$ cat config.mk
export PLATFORM = sky130hd
export DESIGN_NAME = ppfs_port_pin_function_select
export DESIGN_NICKNAME = d
export VERILOG_FILES = /design/src/verilog/ppfs_pkg.sv /design/src/verilog/ppfs_port_pin_function_select.sv /design/src/verilog/ppfs_sync.sv
export SDC_FILE = /design/constraint.sdc
export NUM_CORES = 1
export LEC_CHECK = 0
export ABC_CLOCK_PERIOD_IN_PS = 2200
export BUFFER_PORTS_ARGS = -buffer_cell sky130_fd_sc_hd__buf_2
export CORE_AREA = 4 4 73 75
export DETAILED_ROUTE_END_ITERATION = 6
export DIE_AREA = 0 0 77 79
export GPL_TIMING_DRIVEN = 0
export PLACE_DENSITY_LB_ADDON = 0.08
export SKIP_LAST_GASP = 1
export SLEW_MARGIN = 20
export SYNTH_ARGS = -nofsm -noshare
export SYNTH_HDL_FRONTEND = slang
export SYNTH_SLANG_ARGS = --single-unit
$ cat constraint.sdc
create_clock -name sys_clk -period 2.2 [get_ports sys_clk]
set_clock_uncertainty 0.1 [all_clocks]
set_input_delay 0.44 -clock sys_clk [delete_from_list [all_inputs] [get_ports sys_clk]]
set_output_delay 0.44 -clock sys_clk [all_outputs]
set_load 0.005 [all_outputs]
$ cat src/verilog/ppfs_pkg.sv
package ppfs_pkg;
   // ------------------------------------------------------------
   // Field values
   // ------------------------------------------------------------
   localparam logic [1:0] PPFS_CMB_NORMAL = 2'h0;
   localparam logic [1:0] PPFS_CMB_RESYNC = 2'h1;
   localparam logic [2:0] PPFS_IOD_OC_LO = 3'h1;
   localparam logic [1:0] PPFS_IOD_OC_HI = 2'h1;
   localparam logic [1:0] PPFS_CS_INPUT = 2'h1;
   localparam logic [1:0] PPFS_TMOD_NONE = 2'h0;
   localparam logic PPFS_RST_LOW = 1'h0;
   localparam int PPFS_SYNC_STAGES = 2;

   typedef enum {PPFS_GPIO_IN, PPFS_GPIO_OUT, PPFS_CAPTURE, PPFS_COMPL,
      PPFS_RESYNC, PPFS_PWM, PPFS_COMPARE} ppfs_d1_mode_e;

   // ------------------------------------------------------------
   // Configuration carrier
   // ------------------------------------------------------------
   typedef struct packed {
      logic p2_pin7_direction;
      logic chan_d1_output_disable;
      logic combination_mode_hi;
      logic combination_mode_lo;
      logic selector_a;
      logic chan_d1_pwm_mode;
      logic chan_d_io_ctrl_2;
      logic chan_d_io_ctrl_1;
      logic chan_d_io_ctrl_0;
      logic p2_pin7_drive_strength;
   } ppfs_d1_cfg_s;

   typedef struct packed {
      logic [5:0] dir;          // 0 TRA,1 TRB,2 INT2,3 data,4 cs,5 clk
      logic timerAOutEn;
      logic [1:0] timerBMode;
      logic timerBOutCtl;
      logic int2En;
      logic int2Sel;
      logic dataOutCtl;
      logic dataInCtl;
      logic [1:0] csSel;
      logic clkOutCtl;
      logic clkInCtl;
      logic twoWireSel;
      logic twoWireEn;
      logic data_pin_open_drain_sel;
      logic chip_select_open_drain_sel;
      logic clock_pin_open_drain_sel;
      logic pullup_ctrl_5;
      logic pullup_ctrl_6;
      logic pullup_ctrl_7;
   } ppfs_grp_cfg_s;
endpackage : ppfs_pkg

$ cat src/verilog/ppfs_port_pin_function_select.sv
// Operation
// - D1 pin feeds capture when input, combo 00, selector_a, no PWM, io bit2.
// - Output enabled and combo 1x drives complementary PWM regardless of direction.
// - Output enabled and combo 01 drives reset-synchronous PWM.
// - Output enabled, combo 00, selector_a, PWM mode bit drives PWM waveform.
// - Output enabled, combo 00, selector_a, io field 001 or 01x drives compare.
// - Drive strength bit raises D1 drive while pin outputs.
// - Pull-up bit 5 serves D1 pin.
// - Pull-up bit 6 serves timer A, timer B, interrupt 2, data pins.
// - Pull-up bit 7 serves chip-select and serial clock pins.
// - Data pin output open-drain when its select bit set.
// - Chip-select output open-drain when its select bit set.
// - Clock pin output open-drain when its select bit set.
`timescale 1ns/1ps
module ppfs_port_pin_function_select
(
   input wire logic sys_clk,
   input wire logic sys_rst,
   input wire ppfs_pkg::ppfs_d1_cfg_s d1Cfg,
   input wire ppfs_pkg::ppfs_grp_cfg_s grpCfg,
   input wire logic portD1Data,
   input wire logic complPwm,
   input wire logic resyncPwm,
   input wire logic pwmWave,
   input wire logic compareWave,
   input wire logic timerAWave,
   input wire logic timerBWave,
   input wire logic [2:0] portGrpData,
   input wire logic serialDataOut,
   input wire logic serialCsOut,
   input wire logic serialClkOut,
   input wire logic twoWireSdaOut,
   input wire logic twoWireSclOut,
   input wire logic d1PinIn,
   input wire logic [5:0] grpPinIn,
   output logic d1PinOut,
   output logic d1PinOe,
   output logic d1PinPullup,
   output logic d1PinHighDrive,
   output logic d1Capture,
   output logic d1PortIn,
   output ppfs_pkg::ppfs_d1_mode_e d1Mode,
   output logic [5:0] grpPinOut,
   output logic [5:0] grpPinOe,
   output logic [5:0] grpPinPullup,
   output logic [5:0] grpPortIn,
   output logic int2Input,
   output logic serialDataIn,
   output logic serialCsIn,
   output logic serialClkIn,
   output logic twoWireSdaIn,
   output logic twoWireSclIn
);
   import ppfs_pkg::*;

   // ------------------------------------------------------------
   // Pin input synchronisers
   // ------------------------------------------------------------
   logic [6:0] pinSync;
   ppfs_sync #(.WIDTH(7)) u_sync
   (
      .sys_clk(sys_clk),
      .sys_rst(sys_rst),
      .asyncIn({d1PinIn, grpPinIn}),
      .syncOut(pinSync)
   );

   // ------------------------------------------------------------
   // Channel D1 decode
   // ------------------------------------------------------------
   wire outEn = ~d1Cfg.chan_d1_output_disable;
   wire [1:0] cmb = {d1Cfg.combination_mode_hi, d1Cfg.combination_mode_lo};
   wire [2:0] iod = {d1Cfg.chan_d_io_ctrl_2, d1Cfg.chan_d_io_ctrl_1, d1Cfg.chan_d_io_ctrl_0};
   wire normSel = (cmb == PPFS_CMB_NORMAL) && d1Cfg.selector_a;
   wire selCompl = outEn && cmb[1];
   wire selResync = outEn && (cmb == PPFS_CMB_RESYNC);
   wire selPwm = outEn && normSel && d1Cfg.chan_d1_pwm_mode;
   wire selCmp = outEn && normSel && !d1Cfg.chan_d1_pwm_mode
      && (iod == PPFS_IOD_OC_LO || iod[2:1] == PPFS_IOD_OC_HI);
   wire selCap = !d1Cfg.p2_pin7_direction && normSel && !d1Cfg.chan_d1_pwm_mode && iod[2];
   ppfs_d1_mode_e modeNxt;
   assign modeNxt = selCompl ? PPFS_COMPL : selResync ? PPFS_RESYNC : selPwm ? PPFS_PWM
      : selCmp ? PPFS_COMPARE : selCap ? PPFS_CAPTURE
      : d1Cfg.p2_pin7_direction ? PPFS_GPIO_OUT : PPFS_GPIO_IN;
   logic d1OutNxt;
   logic d1OeNxt;
   always_comb
   begin
      d1OeNxt = 1'b1;
      case (modeNxt)
         PPFS_COMPL: d1OutNxt = complPwm;
         PPFS_RESYNC: d1OutNxt = resyncPwm;
         PPFS_PWM: d1OutNxt = pwmWave;
         PPFS_COMPARE: d1OutNxt = compareWave;
         PPFS_GPIO_OUT: d1OutNxt = portD1Data;
         default:
         begin
            d1OutNxt = 1'b0;
            d1OeNxt = 1'b0;
         end
      endcase
   end

   // ------------------------------------------------------------
   // Group decode
   // ------------------------------------------------------------
   wire iicMode = grpCfg.twoWireSel && grpCfg.twoWireEn;
   wire tbOut = (grpCfg.timerBMode != PPFS_TMOD_NONE) && !grpCfg.timerBOutCtl;
   wire dataOut = grpCfg.dataOutCtl && !grpCfg.dataInCtl && !grpCfg.twoWireSel;
   wire dataIn = !grpCfg.dataOutCtl && grpCfg.dataInCtl && !grpCfg.twoWireSel;
   wire csOut = grpCfg.csSel[1] && !grpCfg.twoWireSel;
   wire csIn = (grpCfg.csSel == PPFS_CS_INPUT) && !grpCfg.twoWireSel;
   wire clkSerMode = !grpCfg.twoWireSel && !grpCfg.twoWireEn;
   wire clkOut = grpCfg.clkOutCtl && !grpCfg.clkInCtl && clkSerMode;
   wire clkIn = !grpCfg.clkOutCtl && grpCfg.clkInCtl && clkSerMode;
   logic [5:0] gOeNxt;
   logic [5:0] gOutNxt;
   always_comb
   begin
      gOeNxt = grpCfg.dir;
      gOutNxt = {grpCfg.dir[5:3] & portGrpData, 3'h0};
      gOutNxt[2:0] = portGrpData;
      if (grpCfg.timerAOutEn)
      begin
         gOeNxt[0] = 1'b1;
         gOutNxt[0] = timerAWave;
      end
      if (tbOut)
      begin
         gOeNxt[1] = 1'b1;
         gOutNxt[1] = timerBWave;
      end
      gOutNxt[5:3] = portGrpData;
      if (dataOut)
      begin
         gOeNxt[3] = !grpCfg.data_pin_open_drain_sel || !serialDataOut;
         gOutNxt[3] = serialDataOut;
      end
      else if (dataIn)
         gOeNxt[3] = 1'b0;
      if (iicMode)
      begin
         gOeNxt[4] = !twoWireSdaOut;
         gOutNxt[4] = 1'b0;
      end
      else if (csOut)
      begin
         gOeNxt[4] = !grpCfg.chip_select_open_drain_sel || !serialCsOut;
         gOutNxt[4] = serialCsOut;
      end
      else if (csIn)
         gOeNxt[4] = 1'b0;
      if (iicMode)
      begin
         gOeNxt[5] = !twoWireSclOut;
         gOutNxt[5] = 1'b0;
      end
      else if (clkOut)
      begin
         gOeNxt[5] = !grpCfg.clock_pin_open_drain_sel || !serialClkOut;
         gOutNxt[5] = serialClkOut;
      end
      else if (clkIn)
         gOeNxt[5] = 1'b0;
   end
   // Port data for groups bits 3..5 uses portGrpData[2:0] as shared lanes
   // Bits 6 and 7 group pull-ups
   wire [5:0] puSel = {{2{grpCfg.pullup_ctrl_7}}, {4{grpCfg.pullup_ctrl_6}}};
   // Int2 pin is input only when enabled; pull-up stays per direction
   wire int2Sel = !grpCfg.dir[2] && grpCfg.int2En && grpCfg.int2Sel;

   // ------------------------------------------------------------
   // Output registers
   // ------------------------------------------------------------
   always_ff @(posedge sys_clk)
   begin
      if (sys_rst)
      begin
         d1Mode <= PPFS_GPIO_IN;
         d1PinOut <= PPFS_RST_LOW;
         d1PinOe <= PPFS_RST_LOW;
         d1PinPullup <= PPFS_RST_LOW;
         d1PinHighDrive <= PPFS_RST_LOW;
         d1Capture <= PPFS_RST_LOW;
         d1PortIn <= PPFS_RST_LOW;
         grpPinOut <= '0;
         grpPinOe <= '0;
         grpPinPullup <= '0;
         grpPortIn <= '0;
         int2Input <= PPFS_RST_LOW;
         serialDataIn <= PPFS_RST_LOW;
         serialCsIn <= PPFS_RST_LOW;
         serialClkIn <= PPFS_RST_LOW;
         twoWireSdaIn <= PPFS_RST_LOW;
         twoWireSclIn <= PPFS_RST_LOW;
      end
      else
      begin
         d1Mode <= modeNxt;
         d1PinOut <= d1OutNxt;
         d1PinOe <= d1OeNxt;
         d1PinPullup <= grpCfg.pullup_ctrl_5 && !d1OeNxt;
         d1PinHighDrive <= d1Cfg.p2_pin7_drive_strength && d1OeNxt;
         d1Capture <= selCap & pinSync[6];
         d1PortIn <= pinSync[6];
         grpPinOut <= gOutNxt;
         grpPinOe <= gOeNxt;
         grpPinPullup <= puSel & ~gOeNxt;
         grpPortIn <= pinSync[5:0];
         int2Input <= int2Sel & pinSync[2];
         serialDataIn <= dataIn & pinSync[3];
         serialCsIn <= csIn & pinSync[4];
         serialClkIn <= clkIn & pinSync[5];
         twoWireSdaIn <= iicMode & pinSync[4];
         twoWireSclIn <= iicMode & pinSync[5];
      end
   end
endmodule : ppfs_port_pin_function_select

$ cat src/verilog/ppfs_sync.sv
`timescale 1ns/1ps
module ppfs_sync
#(
   parameter int WIDTH = 1
)
(
   input wire logic sys_clk,
   input wire logic sys_rst,
   input wire logic [WIDTH-1:0] asyncIn,
   output logic [WIDTH-1:0] syncOut
);
   import ppfs_pkg::*;
   logic [WIDTH-1:0] meta_r;
   // Only the second stage is ever read
   always_ff @(posedge sys_clk)
   begin
      if (sys_rst)
      begin
         meta_r <= '0;
         syncOut <= '0;
      end
      else
      begin
         meta_r <= asyncIn;
         syncOut <= meta_r;
      end
   end
endmodule : ppfs_sync

==> results of run 1 <==
## sequential cells by signal, indices dropped and copies added (netlist names), 3 cells and up
signal          flops
d1Mode              3
grpPinOe            6
grpPinOut           6
grpPinPullup        6
grpPortIn           6
u_sync.meta_r       7
u_sync.syncOut      7
## final cells by class
class | count | area, um2
Clock inverter | 2 | 37.5
Multi-Input combinational cell | 146 | 830
Clock buffer | 6 | 82.6
Fill cell | 452 | 1830
Timing Repair Buffer | 98 | 490
Buffer | 35 | 241
Tap cell | 54 | 67.6
Sequential cell | 53 | 1060
Inverter | 6 | 22.5
## worst max path at each step
stage / start / end / slack [ns] / cells past startpoint
detailed placement: d1Cfg[4] / d1PinOut$_SDFF_PP0_ / 0.53 / 6
finish: d1Cfg[2] / d1PinOut$_SDFF_PP0_ / 0.83 / 6
CTS: d1Cfg[2] / d1PinOut$_SDFF_PP0_ / 0.84 / 6
global placement: d1Cfg[2] / d1PinOut$_SDFF_PP0_ / 0.53 / 6
floorplan: d1Cfg[3] / d1PinOut$_SDFF_PP0_ / 0.77 / 5
global route: d1Cfg[2] / d1PinOut$_SDFF_PP0_ / 0.73 / 6
## layer usage
metal / part of all wire / GRT usage / vias to the layer above
li1: - / - / 901
met1: 0.42 / 0.175 / 723
met2: 0.48 / 0.240 / 74
met3: 0.092 / 0.0442 / 2
met4: 0.0052 / 0.0427 / 0
met5: 0 / 0 / -
## worst max-delay path: cells and delay by family
kind	cells	cell delay, ns
AOI/OAI and AO/OA	4	0.91
buffers and inverters	1	0.09
and+or+nand+nor	1	0.07
## logic make-up (layout without fill, tap and decap cells)
family	Yosys count	count (layout)	synth area share
flops	53	53	0.518
buf+inv	41	147	0.129
simple gates	85	85	0.242
compound gates	28	28	0.0898
other cells	1	29	0.00183
mux	4	4	0.0195
## synthesized netlist by cell type, drive strengths merged, types with 2 or more instances
cell / number / share of area
dfxtp: 53 / 0.52
nor3b: 5 / 0.018
nor2: 24 / 0.044
o21ai: 7 / 0.017
nand2: 9 / 0.016
and3: 4 / 0.012
clkbuf: 4 / 0.0073
buf: 31 / 0.11
a21oi: 8 / 0.020
nand3: 2 / 0.0049
a211oi: 2 / 0.0073
a31oi: 2 / 0.0092
nor3: 3 / 0.013
inv: 6 / 0.011
nor2b: 27 / 0.086
mux2i: 4 / 0.020
and2: 3 / 0.0098
## metrics by stage
step / worst slack [ns] / hold WS [ns] / std cells
floorplan: 0.767 / 0.314 / 240
finish: 0.832 / 0.212 / 400
CTS: 0.841 / 0.201 / 400
global placement: 0.527 / 0.318 / 392
detailed placement: 0.529 / 0.323 / 392
global route: 0.726 / 0.214 / 400
## report_power, final
group          total (mW)  internal [mW]  switching (mW)
logic               0.259          0.139           0.120
registers            1.01           1.00         0.00810
clock network       0.670          0.370           0.300
==> out/results.tsv, run 1 <==
metric	value	unit
status	completed	
min_period_over_period	0.622	
postCtsResizedCells	0	
cts_hold_buffers	0	
portBuffers	98	
die_h	79	um
firstDrtPassIters	4	
grt_pass1_wl	7080	um
ant_nets	0	
dp_hpwl	3620	um
gp_congestion	0.798	
clock-root-buffer	clkbuf_8	
synth_area	0.00205	mm2
hold_viol_final	0	
grt_pass1_vias	1614	
r2r_slack	1.33	ns
tns	0	ns
vias_per_cell	4.25	
layout-drive-gt1-share	0.413	
synthCells	212	
tritoncts	done	
wl_per_cell	11.2	um
synth.yosys.seq_area_share	0.518	
leakagePower	1.50	nW
ff2ff_path_depth	2	
hold_end	grpPinPullup[1]$_SDFF_PP0_	
max_freq	731	MHz
die_x	77	um
timing.rr.end	serialClkIn$_SDFF_PP0_	
power.density	684	mW/mm2
clock_path_buffers	2	
antenna_found_initial	0	
worstPathMaxFanout	4	
ys_ff_latch	53	
min_period	1.37	ns
netlist-cell-type-count	41	
post-cts-setup-buffer-count	0	
postLayoutCellArea	0.00283	mm2
min_path_type	in -> reg	
htreeDepth	2	
wl	4470	um
slowest_delay	0.27	ns
grt_usage	0.142	
rr_startpoint	u_sync.syncOut[5]$_SDFF_PP0_	
async_flop_share	0	
cts_buffers	5	
clk_latency	0.29	ns
clock_sinks	53	
max-vdd-ir-drop	0.412	mV
place_area	0.00271	mm2
drcViolationCount	0	
drtIter0Drc	43	
worstPathRequired	2.34	ns
slew_viol_final	0	
grt_max_degree	17	
critPathArrivalTime	1.51	ns
initial_utilization	0.440	
tightest_slew	0.522	ns
io_pins	128	
final_cell_mix	99 x buf_2, 53 x dfxtp_1, 29 x buf_4, 29 x conb_1, 26 x nor2b_1	
syn_area_per_cell	9.67	um2
num_vias	1700	
rows	25	
cp_slowest_cell	a211oi_1	
area_growth	38.2	%
hold_depth	2	
finalSetupViolCount	0	
min_from	grpCfg[21]	
die-area	0.00608	mm2
maxCapViolations	0	
endpoint_kind	flop	
criticalPathCategory	in -> reg	
grt_overflow_total	0	
coreArea	0.00466	mm2
synth_ff_type	dfxtp_1	
fin_nets	405	
start_kind	primary input	
path_clk_slew	0.09	ns
total_power	1.94	mW
num_antenna_cells	0	
synth_edf_count	0	
max-slew-margin-rel	0.652	
rsz0062_at_grt	false	
layout_commonest_cell	buf_2	
critical_path.cell_chain	buf_2 -> o21ba_2 -> a31oi_2 -> nor2_1 -> a211oi_1 -> o21a_1	
utilization	0.608	
ys_warn_count	0	
Note: power is estimated with default switching activity, not from simulation.
==> inputs of run 2 (changes only) <==
- ABC_AREA: default -> 1
- ABC_CLOCK_PERIOD_IN_PS: 2200 -> 1200
- CORE_AREA: 4 4 73 75 -> 4 4 80 82
- DIE_AREA: 0 0 77 79 -> 0 0 84 86
- clock period: 2.2 -> 1.2 ns (I/O delays scaled with it)
==> run 2 against run 1 <==
Non-clock buffer count is 1 higher. Power is 82% higher. Clock-buffer cell count is 1 lower. Worst hold slack got worse by 0.18 ns. Die area increased by 19%. Critical path depth decreased by 5. Final area increased by 2.8%. Highest routed layer unchanged.
==> out/results.tsv, run 2 <==
metric	value	unit	change
status	completed		
synthCells	263		+24%
ys_warn_count	0		unchanged
worstPathRequired	0.86	ns	-1.48 ns
synth_area	0.00209	mm2	+2.0%
drcViolationCount	0		unchanged
final_cell_mix	96 x buf_2, 53 x dfxtp_1, 49 x nor2_1, 45 x inv_1		
start_kind	flop		
critical_path.cell_chain	buf_2		
ff2ff_path_depth	2		unchanged
drtIter0Drc	34		-21%
ant_nets	0		unchanged
rows	28		+12%
postLayoutCellArea	0.00291	mm2	+2.8%
criticalPathCategory	reg -> out		
synth_most_common_cell	dfxtp_1		
critPathArrivalTime	0.74	ns	-0.77 ns
slowest_delay	0.33	ns	+0.06 ns
grt_overflow_total	0		unchanged
netlist-cell-type-count	29		-29%
slew_viol_final	0		unchanged
path_clk_slew	0.10	ns	about the same
clock_sinks	53		unchanged
coreArea	0.00575	mm2	+23%
wl	4590	um	+2.8%
async_flop_share	0		unchanged
largestRegisters	u_sync.meta_r: 7 flops, u_sync.syncOut: 7 flops		
initial_utilization	0.364		-0.0758
pre_cts_slack	-0.215	ns	-0.744 ns
synth_ff_type	dfxtp_1		
tightest_slew	0.559	ns	+0.0370 ns
grt_pass1_wl	7250	um	+2.3%
max-vdd-ir-drop	0.635	mV	+54%
clock-root-buffer	clkbuf_8		
cp_num_buf_inv	1		unchanged
layout_commonest_cell	buf_2		
cp_slowest_cell	dfxtp_1		
die-area	0.00722	mm2	+19%
rsz0062_at_grt	false		
post-cts-setup-buffer-count	0		unchanged
maxCapViolations	0		unchanged
io_pins	128		unchanged
firstDrtPassIters	4		unchanged
fin_nets	457		+13%
worstPathMaxFanout	1		-3
wl_per_cell	9.70	um	-13%
place_area	0.00277	mm2	+2.1%
grt_max_degree	18		+1
leakagePower	1.66	nW	+11%
instances_no_fill	473		+18%
grt_usage	0.127		-0.0157
synth_common_cells	53 x dfxtp_1, 49 x nor2_1, 45 x inv_1		
hold_depth	3		+1
ys_ff_latch	53		unchanged
portBuffers	96		-2.0%
htreeDepth	2		unchanged
finalSetupViolCount	0		unchanged
grt_pass1_vias	1671		+3.5%
synth_top_area_frac	0.507		-0.0102
endpoint_kind	primary output		
vias_per_cell	3.81		-10%
post-place-cells	462		+18%
synth.yosys.seq_area_share	0.507		-0.0102
gp_congestion	0.794		-0.53%
area_growth	39.3	%	
cp.depth	1		-5
total_power	3.54	mW	+82%
max-slew-margin-rel	0.627		-0.0247
postCtsResizedCells	0		unchanged
yosys.area.top_type	dfxtp_1		
tns	0	ns	unchanged
min_period	1.08	ns	
min_path_type	in -> reg		
cts_buffers	5		unchanged
dp_hpwl	3690	um	+1.9%
cp_top_family	flip-flops		
antenna_found_initial	0		unchanged
die_h	86	um	+8.9%
clock_path_buffers	2		unchanged
fin_ws	0.121	ns	-0.711 ns
synth_edf_count	0		unchanged
filler_cell_count	608		+35%
hold_viol_final	0		unchanged
min_period_over_period	0.899		
power.density	1210	mW/mm2	+77%
num_antenna_cells	0		unchanged
die_x	84	um	+9.1%
num_vias	1803		+6.1%
layout-drive-gt1-share	0.372		-0.0414
max_freq	927	MHz	
tritoncts	done		
clk_latency	0.30	ns	about the same
syn_area_per_cell	7.95	um2	-18%
synthTopCellsByArea	dfxtp_1 51%, buf_4 10%, nor2_1 8.8%		
run 2: final timing paths:
| kind | from | to | slack, ns |
|---|---|---|---|
| max | d1Mode[2]$_SDFF_PP0_ | d1Mode[2] | 0.12 |
| min | d1PinIn | u_sync.meta_r[6]$_SDFF_PP0_ | 0.03 |
| max reg2reg | u_sync.syncOut[4]$_SDFF_PP0_ | serialCsIn$_SDFF_PP0_ | 0.44 |
| min reg2reg | u_sync.meta_r[5]$_SDFF_PP0_ | u_sync.syncOut[5]$_SDFF_PP0_ | 0.30 |
run 2: worst min-delay path, stage by stage:
cell	delay, ns
buf_2	0.07
inv_1	0.03
nor2_1	0.06
run 2: where the power goes:
group	total, mW	internal, mW	switching [mW]
Clock	1.20	0.625	0.574
Sequential	1.85	1.84	0.0162
Combinational	0.485	0.244	0.241
run 2: layer usage:
metal | part of all wire | GRT usage
met1 | 0.42 | 0.140
met2 | 0.47 | 0.221
met3 | 0.099 | 0.0548
met4 | 0.014 | 0.0395
met5 | 0 | 0
run 2: kinds of logic (layout without fill, tap and decap cells):
group	after synthesis	count (layout)	share of synthesized area
AND/OR/NAND/NOR	113	113	0.247
other	1	29	0.00179
buffers and inverters	82	189	0.203
AO/OA/AOI/OAI	14	14	0.0407
flip-flops	53	53	0.507
run 2: cell type report:
type / instances / area (um2) / share of cell area
plain buffers: 35 / 248 / 0.0851
clock buffers: 5 / 68.8 / 0.0236
clock inverters: 3 / 43.8 / 0.0150
inverters: 47 / 176 / 0.0606
multi-input cells: 156 / 711 / 0.244
flip-flops and latches: 53 / 1060 / 0.364
well taps: 75 / 93.8 / 0.0322
repair buffers: 99 / 510 / 0.175
run 2: timing repair:
item | in CTS | in global routing
hold buffers | 3 | 0
hold endpoints to repair | 3 | 0
setup endpoints to repair | 0 | 0
run 2: metrics by stage:
step                 util  hold slack (ns)
finish              0.507           0.0285
global route        0.507           0.0112
CTS                 0.507           0.0222
detailed placement  0.482            0.292
global placement    0.482            0.289
floorplan               -            0.212
==> inputs of run 3 (changes only) <==
- ABC_CLOCK_PERIOD_IN_PS: 1200 -> 950
- clock period: 1.2 -> 0.95 ns (I/O delays scaled with it)
==> run 3 against run 2 <==
The run now ends with negative setup slack left. First-iteration DRC count up 24%. Largest cell class unchanged. Die area stayed put. Routed wire length increased by 6.1%. Critical path depth is the same. Critical endpoint is now grpPinOe[3]. Utilization up 5.1 points. Register-to-register slack got worse by 0.25 ns. Flip-flop and latch count unchanged.
==> out/results.tsv, run 3 (same netlist as run 2, synthesis figures left out) <==
metric	value	unit	change
status	finished, violations left		
slew_viol_final	0		unchanged
grt_usage	0.135		+0.00804
min_path_type	in -> reg		
wl_per_cell	10.0	um	+3.3%
power.density	1440	mW/mm2	+19%
min_period	1.02	ns	
maxCapViolations	0		unchanged
clock_path_buffers	2		unchanged
met3WireLength	449	um	-1.1%
layout-drive-gt1-share	0.436		+0.0637
finalSetupViolCount	41		+41
grt_overflow_total	0		unchanged
total_power	4.62	mW	+31%
grt_pass1_vias	1744		+4.4%
tritoncts	done		
critical_path.cell_chain	buf_2		
die_x	84	um	unchanged
vias_per_cell	3.91		+2.5%
drcViolationCount	0		unchanged
worstPathMaxFanout	1		unchanged
met2_length	2400	um	+11%
initial_utilization	0.364		unchanged
hold_viol_final	0		unchanged
grt_pass1_wl	7720	um	+6.6%
filler_cell_count	554		-8.9%
num_antenna_cells	0		unchanged
max_freq	977	MHz	
clock_sinks	53		unchanged
critPathArrivalTime	0.73	ns	about the same
io_pins	128		unchanged
dp_hpwl	3740	um	+1.4%
grt_max_degree	16		-2
cts_buffers	5		unchanged
min_period_over_period	1.08		
path_clk_slew	0.09	ns	about the same
final_cell_mix	87 x buf_2, 46 x nor2_1, 44 x dfxtp_1, 42 x inv_1, 33 x buf_4		
tns	-2.30	ns	-2.30 ns
area_growth	53.3	%	
rsz0062_at_grt	true		
die-area	0.00722	mm2	unchanged
wl	4870	um	+6.1%
clk_latency	0.30	ns	about the same
endpoint_kind	primary output		
gp_congestion	0.772		-2.7%
drtIter0Drc	42		+24%
max-vdd-ir-drop	0.971	mV	+53%
slowest_delay	0.32	ns	about the same
fin_ws	-0.0738	ns	-0.195 ns
top_layer	met4		
start_kind	flop		
violations	negative setup slack		
layout_commonest_cell	buf_2		
coreArea	0.00575	mm2	unchanged
cp_slowest_cell	dfxtp_2		
leakagePower	1.78	nW	+7.4%
firstDrtPassIters	4		unchanged
rows	28		unchanged
portBuffers	96		unchanged
largestRegisters	u_sync.meta_r: 7 flops, u_sync.syncOut: 7 flops		
clock-root-buffer	clkbuf_8		
worstPathRequired	0.66	ns	-0.20 ns
ant_nets	0		unchanged
cp_top_family	flip-flops		
cp_num_buf_inv	1		unchanged
fin_nets	470		+2.8%
antenna_found_initial	0		unchanged
num_vias	1899		+5.3%
die_h	86	um	unchanged
whs	0.00870	ns	-0.0198 ns
criticalPathCategory	reg -> out		
htreeDepth	2		unchanged
met1_length	1950	um	+1.7%
## run 3: cell types whose count changed in the layout (fill, tap and decap cells not counted), sizes merged
| cell | delta |
|---|---|
| clkbuf | +2 |
| clkinv | -1 |
| buf | +4 |
| dlymetal6s4s | +1 |
| dlygate4sd3 | +8 |
| inv | -1 |
## run 3: final timing paths
| kind | from | end | slack, ns | cells past startpoint |
|---|---|---|---|---|
| min | portGrpData[2] | grpPinOut[2]$_SDFF_PP0_ | 0.009 | 3 |
| min reg2reg | u_sync.syncOut[1]$_SDFF_PP0_ | grpPortIn[1]$_SDFF_PP0_ | 0.30 | 2 |
| max | grpPinOe[3]$_SDFF_PP0_ | grpPinOe[3] | -0.07 | 1 |
| max reg2reg | u_sync.syncOut[4]$_SDFF_PP0_ | serialCsIn$_SDFF_PP0_ | 0.19 | 2 |
## run 3: report_power, final
part	internal, mW	switching [mW]
combinational	0.391	0.338
sequential	2.32	0.0225
clock	0.859	0.685
## run 3: final cells by class
cell class / instances / area, um2 / area share
Buffer: 35 / 262 / 0.0816
Multi-Input combinational cell: 156 / 779 / 0.243
Inverter: 47 / 176 / 0.0550
Timing Repair Buffer: 112 / 706 / 0.220
Clock inverter: 1 / 30.0 / 0.00937
Sequential cell: 53 / 1070 / 0.335
Tap cell: 75 / 93.8 / 0.0293
Clock buffer: 7 / 86.3 / 0.0269
## run 3: repair_timing
action | CTS | global route
hold endpoints to repair | 13 | 0
hold buffers | 12 | 0
gates resized for setup | 6 | 24
setup buffers | 0 | 5
pin swaps | 8 | 15
endpoints found under the setup margin | 41 | 45
## run 3: metal layers
metal | GRT usage | up-vias
met1 | 0.147 | 785
met2 | 0.235 | 81
li1 | - | 1027
met5 | 0 | -
met3 | 0.0567 | 6
met4 | 0.0482 | 0
## run 3: through the flow
stage               cell area [um2]   util  std cells  worst slack, ns
finish                         3210  0.558        486          -0.0738
global route                   3210  0.558        486           -0.121
CTS                            3090  0.537        482          -0.0928
detailed placement             2830  0.493        462           -0.387
global placement               2830  0.493        462           -0.376
floorplan                      2260      -        291           -0.138
